### src/rtl/rxa_pkg.sv
// Constants for the receive frame admission block
package rxa_pkg;
	localparam logic [11:0] RECEIVE_CONTROL_ONE_ADDR = 12'h0174;
	localparam logic [15:0] RECEIVE_CONTROL_ONE_RST = 16'h0800;
	localparam logic [15:0] RECEIVE_CONTROL_ONE_MASK = 16'hFF01;
	localparam int RX_QUEUE_FLUSH_BIT = 15;
	localparam int RX_UDP_SUM_CHECK_EN_BIT = 14;
	localparam int RX_TCP_SUM_CHECK_EN_BIT = 13;
	localparam int RX_IP_SUM_CHECK_EN_BIT = 12;
	localparam int RX_UNICAST_FILTER_EN_BIT = 11;
	localparam int RX_PAUSE_HONOUR_EN_BIT = 10;
	localparam int RX_CRC_ERROR_ADMIT_BIT = 9;
	localparam int RX_MULTICAST_FILTER_EN_BIT = 8;
	localparam int RX_RUN_ENABLE_BIT = 0;
	// One pause quantum is 512 bit times at 100 Mb/s
	localparam int CLK_PERIOD_PS = 25000;
	localparam int PAUSE_QUANTUM_PS = 5120000;
	localparam int PAUSE_QUANTUM_CYC = (PAUSE_QUANTUM_PS + CLK_PERIOD_PS - 1) / CLK_PERIOD_PS;
	localparam logic [7:0] PAUSE_QUANTUM_LAST = 8'(PAUSE_QUANTUM_CYC - 1);
	localparam int QUEUE_DEPTH = 64;
	typedef enum logic [2:0] {
		RXA_STOP = 3'b001,
		RXA_RUN = 3'b010,
		RXA_DRAIN = 3'b100
	} rxa_state_t;
endpackage

### src/rtl/rxa_skid_buf.sv
// Two-entry buffer with valid and ready on both sides
`timescale 1ns/100ps
module rxa_skid_buf #(
	parameter int WIDTH = 9
) (
	input wire logic core_clk,
	input wire logic rst_n,
	input wire logic clear,
	input wire logic in_valid,
	output logic in_ready,
	input wire logic [WIDTH-1:0] in_data,
	output logic out_valid,
	input wire logic out_ready,
	output logic [WIDTH-1:0] out_data
);
	logic [WIDTH-1:0] slot1_r;
	logic [1:0] count_r;
	logic push;
	logic pop;

	assign in_ready = (count_r != 2'd2);
	assign out_valid = (count_r != 2'd0);
	assign push = in_valid && in_ready;
	assign pop = out_valid && out_ready;

	always_ff @(posedge core_clk) begin
		if (!rst_n || clear) begin
			count_r <= 2'd0;
		end else begin
			count_r <= 2'(count_r + {1'b0, push} - {1'b0, pop});
		end
	end

	// Head slot reloads from the second slot on a pop so order is kept
	always_ff @(posedge core_clk) begin
		if (!rst_n) begin
			out_data <= '0;
			slot1_r <= '0;
		end else begin
			if (pop && count_r == 2'd2) begin
				out_data <= slot1_r;
			end else if (push && (count_r == 2'd0 || (pop && count_r == 2'd1))) begin
				out_data <= in_data;
			end
			if (push && ((count_r == 2'd1 && !pop) || count_r == 2'd2)) begin
				slot1_r <= in_data;
			end
		end
	end
endmodule // rxa_skid_buf

### src/rtl/rxa_admission.sv
// Receive frame admission, queue, flush and pause handling
//
// Operation
// - While flush bit is set, queue and frame pointers and the output buffer are cleared; queue memory keeps its contents.
// - UDP check enabled: frames with bad UDP checksum are discarded.
// - TCP check enabled: frames with bad TCP checksum are discarded.
// - IP check enabled: frames with bad IP header checksum are discarded.
// - Unicast filter enable resets to one; admits unicast frames passing address filter.
// - Pause honour in full duplex holds transmit until pause timer expires.
// - CRC admit set keeps CRC-error frames; cleared discards them.
// - Multicast filter enable admits multicast frames passing the address filter.
// - Run enable starts reception; clearing stops after the current frame.
`timescale 1ns/100ps
module rxa_admission #(
	parameter int DEPTH = rxa_pkg::QUEUE_DEPTH
) (
	input wire logic core_clk,
	input wire logic rst_n,
	input wire logic [11:0] host_addr,
	input wire logic host_wr,
	input wire logic [15:0] host_wdata,
	input wire logic host_rd,
	output logic [15:0] host_rdata,
	input wire logic full_duplex,
	input wire logic in_valid,
	output logic in_ready,
	input wire logic [7:0] in_data,
	input wire logic in_last,
	input wire logic in_multicast,
	input wire logic in_addr_pass,
	input wire logic in_ip,
	input wire logic in_ip_bad,
	input wire logic in_tcp,
	input wire logic in_tcp_bad,
	input wire logic in_udp,
	input wire logic in_udp_bad,
	input wire logic in_crc_err,
	input wire logic in_pause,
	input wire logic [15:0] in_pause_quanta,
	output logic out_valid,
	input wire logic out_ready,
	output logic [7:0] out_data,
	output logic out_last,
	output logic tx_hold,
	output logic rx_running
);
	import rxa_pkg::*;

	localparam int PW = $clog2(DEPTH) + 1;
	localparam logic [PW-1:0] DEPTH_P = PW'(DEPTH);

	logic [15:0] ctrl_r;
	rxa_state_t state_r;
	logic in_frame_r;
	logic drop_r;
	logic [8:0] mem_r [DEPTH];
	logic [PW-1:0] wr_ptr_r;
	logic [PW-1:0] cm_ptr_r;
	logic [PW-1:0] rd_ptr_r;
	logic [15:0] quanta_r;
	logic [7:0] presc_r;
	logic flush;
	logic run_en;
	logic acc;
	logic drop_now;
	logic q_full;
	logic q_empty;
	logic admit_ok;
	logic addr_ok;
	logic commit;
	logic pause_load;
	logic buf_ready;
	logic [8:0] buf_out;

	assign flush = ctrl_r[RX_QUEUE_FLUSH_BIT];
	assign run_en = ctrl_r[RX_RUN_ENABLE_BIT];

	// Register port; bits outside this block's scope read as zero
	always_ff @(posedge core_clk) begin
		if (!rst_n) begin
			ctrl_r <= RECEIVE_CONTROL_ONE_RST;
		end else if (host_wr && host_addr == RECEIVE_CONTROL_ONE_ADDR) begin
			ctrl_r <= host_wdata & RECEIVE_CONTROL_ONE_MASK;
		end
	end

	always_ff @(posedge core_clk) begin
		if (!rst_n) begin
			host_rdata <= 16'h0000;
		end else if (host_rd) begin
			host_rdata <= (host_addr == RECEIVE_CONTROL_ONE_ADDR) ? ctrl_r : 16'h0000;
		end
	end

	// A frame that starts while stopped or flushing is consumed but never stored
	assign drop_now = in_frame_r ? drop_r : (state_r == RXA_STOP || flush);
	assign q_full = (PW'(wr_ptr_r - rd_ptr_r) == DEPTH_P);
	assign q_empty = (rd_ptr_r == cm_ptr_r);
	assign in_ready = drop_now || flush || !q_full;
	assign acc = in_valid && in_ready;

	assign addr_ok = in_addr_pass && (in_multicast ? ctrl_r[RX_MULTICAST_FILTER_EN_BIT]
		: ctrl_r[RX_UNICAST_FILTER_EN_BIT]);

	assign admit_ok = addr_ok && !in_pause
		&& !(in_crc_err && !ctrl_r[RX_CRC_ERROR_ADMIT_BIT])
		&& !(in_udp && in_udp_bad && ctrl_r[RX_UDP_SUM_CHECK_EN_BIT])
		&& !(in_tcp && in_tcp_bad && ctrl_r[RX_TCP_SUM_CHECK_EN_BIT])
		&& !(in_ip && in_ip_bad && ctrl_r[RX_IP_SUM_CHECK_EN_BIT]);

	assign commit = acc && in_last && !drop_now && !flush && admit_ok;

	always_ff @(posedge core_clk) begin
		if (!rst_n) begin
			state_r <= RXA_STOP;
		end else begin
			unique case (state_r)
				RXA_STOP: begin
					if (run_en) begin
						state_r <= RXA_RUN;
					end
				end
				RXA_RUN: begin
					if (!run_en) begin
						// A frame whose first byte is taken this cycle is also finished first
						state_r <= (acc ? !in_last : in_frame_r) ? RXA_DRAIN : RXA_STOP;
					end
				end
				RXA_DRAIN: begin
					if (acc && in_last) begin
						state_r <= run_en ? RXA_RUN : RXA_STOP;
					end
				end
				default: begin
					state_r <= RXA_STOP;
				end
			endcase
		end
	end
	assign rx_running = (state_r != RXA_STOP);

	always_ff @(posedge core_clk) begin
		if (!rst_n) begin
			in_frame_r <= 1'b0;
			drop_r <= 1'b0;
		end else if (acc) begin
			in_frame_r <= !in_last;
			drop_r <= drop_now || flush;
		end else if (flush) begin
			drop_r <= 1'b1;
		end
	end

	// flush clears pointers; a frame caught mid-way is dropped
	always_ff @(posedge core_clk) begin
		if (!rst_n || flush) begin
			wr_ptr_r <= '0;
			cm_ptr_r <= '0;
		end else if (commit) begin
			wr_ptr_r <= PW'(wr_ptr_r + 1'b1);
			cm_ptr_r <= PW'(wr_ptr_r + 1'b1);
		end else if (acc && !drop_now) begin
			if (!in_last) begin
				wr_ptr_r <= PW'(wr_ptr_r + 1'b1);
			end else begin
				wr_ptr_r <= cm_ptr_r;
			end
		end
	end

	always_ff @(posedge core_clk) begin
		if (acc && !drop_now) begin
			mem_r[wr_ptr_r[PW-2:0]] <= {in_last, in_data};
		end
	end

	always_ff @(posedge core_clk) begin
		if (!rst_n || flush) begin
			rd_ptr_r <= '0;
		end else if (!q_empty && buf_ready) begin
			rd_ptr_r <= PW'(rd_ptr_r + 1'b1);
		end
	end

	// Buffer absorbs a stall by the host without losing the word in flight
	rxa_skid_buf #(.WIDTH(9)) u_buf (
		.core_clk(core_clk),
		.rst_n(rst_n),
		.clear(flush),
		.in_valid(!q_empty),
		.in_ready(buf_ready),
		.in_data(mem_r[rd_ptr_r[PW-2:0]]),
		.out_valid(out_valid),
		.out_ready(out_ready),
		.out_data(buf_out)
	);
	assign out_data = buf_out[7:0];
	assign out_last = buf_out[8];

	// pause honoured only in full duplex, only from clean frames
	assign pause_load = acc && in_last && in_pause && !drop_now && !in_crc_err
		&& ctrl_r[RX_PAUSE_HONOUR_EN_BIT] && full_duplex;

	always_ff @(posedge core_clk) begin
		if (!rst_n) begin
			quanta_r <= 16'h0000;
			presc_r <= 8'h00;
		end else if (pause_load) begin
			quanta_r <= in_pause_quanta;
			presc_r <= 8'h00;
		end else if (quanta_r != 16'h0000) begin
			if (presc_r == PAUSE_QUANTUM_LAST) begin
				presc_r <= 8'h00;
				quanta_r <= quanta_r - 16'h0001;
			end else begin
				presc_r <= presc_r + 8'h01;
			end
		end
	end
	assign tx_hold = (quanta_r != 16'h0000);
endmodule // rxa_admission

### config.mk
export PLATFORM = sky130hd
export DESIGN_NAME = rxa_admission
export DESIGN_NICKNAME = d
export VERILOG_FILES = /design/src/rtl/rxa_pkg.sv /design/src/rtl/rxa_skid_buf.sv /design/src/rtl/rxa_admission.sv
export SDC_FILE = /design/constraint.sdc
export NUM_CORES = 1
export LEC_CHECK = 0
export BUFFER_PORTS_ARGS = -buffer_cell sky130_fd_sc_hd__buf_2
export CAP_MARGIN = 20
export CORE_MARGIN = 2
export CORE_UTILIZATION = 35
export CTS_CLUSTER_DIAMETER = 40
export CTS_CLUSTER_SIZE = 12
export DETAILED_ROUTE_END_ITERATION = 12
export PLACE_DENSITY = 0.62
export SLEW_MARGIN = 20
export SYNTH_ARGS = -nofsm -noshare
export SYNTH_HDL_FRONTEND = slang
export SYNTH_SLANG_ARGS = --single-unit
### constraint.sdc
create_clock -name core_clk -period 3.5 [get_ports core_clk]
set_clock_uncertainty 0.05 [all_clocks]
set_input_delay 0.175 -clock core_clk [delete_from_list [all_inputs] [get_ports core_clk]]
set_output_delay 0.175 -clock core_clk [all_outputs]
set_load 0.01 [all_outputs]
==> reports/qor.yml <==
outcome: "finished clean"
min_period_ns: 3.38
cts_tree: "done"
ir_drop_v: 0.000358
gp_congestion: 0.825
row_count: 101
clockBufferDepth: 3
intPower_mw: 15.0
clkSinkCount: 670
ant_nets: 0
clockPowerShare_pct: 46.3
gr-total-overflow: 0
yosysSeqAreaShare_pct: 71.1
fin_crit_sh_pct: 96.6
port_buffers: 84
crit_type: "flip-flop to flip-flop"
pwr-share-seq_pct: 45.1
io-pin-count: 99
syn_inst: 1462
worstPathRequired_ns: 3.79
holdWs_ns: 0.0287
slew_headroom_pct: 28.4
place_hpwl_um: 40100
area_growth_pct: 21.3
fillerInstances: 6642
yosys-top-cells-area: "edfxtp_1 (64%), mux4_2 (15%), dfxtp_1 (7.0%), nor2_1 (1.9%), mux2i_1 (1.6%)"
first_global_vias: 14800
final_hold_viol_count: 0
drcViolationCount: 0
grt_pass1_wl_um: 93200
die_w_um: 282
cts_buffers: 91
netlist.area_leader.share_pct: 64.1
p_leak_nw: 10.7
ys_warn_count: 0
track_usage_pct: 15.7
p_comb_share_pct: 8.6
wirelength_um: 62200
worst_ep_arrival_time_ns: 3.67
synth_top_area_cell: "edfxtp_1"
grt_antenna_before_repair: 0
p_per_area_mw_per_mm2: 595
async_reset_ff_share_pct: 0
fp.coreArea_mm2: 0.0761
switching_share_pct: 23.1
dieArea_mm2: 0.0793
cp_max_fo: 9
drt-initial-drc-count: 1067
insertion_delay_ns: 0.63
nNetsFinal: 1804
vias_per_cell: 5.10
root_buffer: "clkbuf_16"
grt_max_degree: 65
netlist_area_mm2: 0.0270
cts_setup_buffers: 0
synth_flop_cell: "edfxtp_1"
vias: 14400
power.switching_mw: 4.49
drv_cap: 0
cp-start-kind: "flip-flop"
rsz0062_at_grt: "false"
end_kind: "flip-flop"
ys_types: 79
clk_pin_slew_ns: 0.05
tns_ns: 0
final_max_slew_viol_count: 0
cts.htree.levels: 3
wire_per_inst_um: 22.0
setup_viol: 0
drive_above_1_share_pct: 31.9
synth.avg_cell_area_um2: 18.4
tightest_slew_ns: 1.07
diodes: 0
start_util_pct: 35.5
dr.pass1.iters: 5
synth_seq_cells: 670
synth_edf_count: 576
die_y_um: 282
hp-class: "primary input to flip-flop"
max_freq_ghz: 0.296
[placed cells by master, fill, tap and decap left out, types with 14 or more instances in the layout]
cell,netlist,routed
o21ai_0,26,26
clkbuf_16,0,92
xor2_1,23,23
nand2_1,28,28
nand2b_1,15,15
a21oi_1,43,43
buf_2,17,83
clkbuf_1,38,14
mux2i_1,42,42
dlygate4sd3_1,0,33
nor2_1,136,135
clkinv_4,1,14
xnor2_1,17,17
edfxtp_1,576,576
dfxtp_1,94,90
nand3_1,19,19
buf_4,11,114
inv_1,20,20
mux4_2,180,180
[registers in the layout, indices dropped and copies added (netlist names), 8 cells and up, named ones only]
signal / count
mem_r: 576
presc_r: 8
u_buf.out_data: 9
u_buf.slot1_r: 9
host_rdata: 9
quanta_r: 16
ctrl_r: 9
[path summary, 6_finish.rpt]
kind | from | depth (start not counted) | to | slack [ns]
max | rd_ptr_r[4]$_SDFFE_PP0P_ | 11 | mem_r[41][4]$_DFFE_PP_ | 0.12
min | host_addr[2] | 5 | host_rdata[8]$_SDFFE_PN0P_ | 0.03
max reg2reg | rd_ptr_r[4]$_SDFFE_PP0P_ | 11 | mem_r[41][4]$_DFFE_PP_ | 0.12
min reg2reg | host_rdata[11]$_SDFFE_PN0P_ | 2 | host_rdata[11]$_SDFFE_PN0P_ | 0.42
[synth_stat cells, types with 8 or more instances]
cell and number:
a211oi_1 12, a21oi_1 43, a22oi_1 9, buf_1 9, buf_2 17, buf_4 11, clkbuf_1 38, dfxtp_1 94
edfxtp_1 576, ha_1 13, inv_1 20, mux2i_1 42, mux4_2 180, nand2_1 28, nand2b_1 15, nand3_1 19
nand4_1 13, nor2_1 136, nor2_2 8, nor3_1 8, o21ai_0 26, o22a_1 9, xnor2_1 17, xor2_1 23
[metal layers]
metal | vias up | GRT usage, % | share of wire (%)
li1 | 6426 | - | -
met1 | 7434 | 21.8 | 44
met2 | 444 | 25.0 | 47
met3 | 96 | 3.20 | 5.9
met4 | 0 | 4.90 | 2.9
met5 | - | 0 | 0
[final cells by class]
cell class | instances | area, um^2 | share of cell area [%]
Timing Repair Buffer | 238 | 1760 | 5.38
Multi-Input combinational cell | 697 | 7360 | 22.5
Sequential cell | 670 | 19200 | 58.6
Inverter | 23 | 91.3 | 0.279
Clock inverter | 59 | 648 | 1.98
Clock buffer | 108 | 2380 | 7.28
Tap cell | 1030 | 1290 | 3.94
[stage by stage]
step / cells / setup WS [ns] / total power [mW] / cell area [um^2] / util [%]
6_report: 2825 / 0.120 / 19.5 / 32700 / 43.0
5_1_grt: 2825 / 0.0268 / 20.1 / 32700 / 43.0
4_1_cts: 2824 / 0.0632 / 19.7 / 32700 / 43.0
3_5_place_dp: 2624 / 0.0641 / 10.6 / 29300 / 38.6
3_3_place_gp: 2624 / 0.103 / 10.6 / 29300 / 38.6
2_1_floorplan: 1468 / 0.305 / 9.99 / 27000 / -
[worst max-delay path, stage by stage (launching register included)]
cell	delay, ns
dfxtp_1	0.37
inv_1	0.09
ha_1	0.37
inv_2	0.06
o2111a_1	0.27
a211oi_4	0.35
o41a_4	0.32
nand2_4	0.10
or4_1	0.43
buf_4	0.19
nor2_1	0.22
buf_4	0.25
[power by group through the flow]
stage / registers [mW] / clock network [mW] / logic [mW]
after global placement: 8.94 / 0 / 1.62
after CTS: 8.78 / 9.22 / 1.68
after detailed placement: 8.95 / 0 / 1.65
final: 8.78 / 9.03 / 1.67
after global routing: 8.78 / 9.57 / 1.79
after floorplan: 8.91 / 0 / 1.08
[what timing repair did]
item / in CTS / in global routing
gates resized for setup: 0 / 2
setup endpoints to repair: 0 / 55
hold buffers: 33 / 0
endpoints found under the hold margin: 63 / 0
[cells by family (layout without fill, tap and decap cells)]
kind of cell / after synthesis / in the layout / synth area share, %
adder cells (fa/ha/maj): 13 / 13 / 0.603
buffers and inverters: 102 / 428 / 1.78
multiplexers: 225 / 225 / 16.7
AO/OA/AOI/OAI: 128 / 128 / 3.24
XOR/XNOR: 40 / 40 / 1.30
AND/OR/NAND/NOR: 283 / 284 / 5.23
other: 1 / 7 / 0.0139
flip-flops: 670 / 670 / 71.1
(Power assumes the default switching activity.)
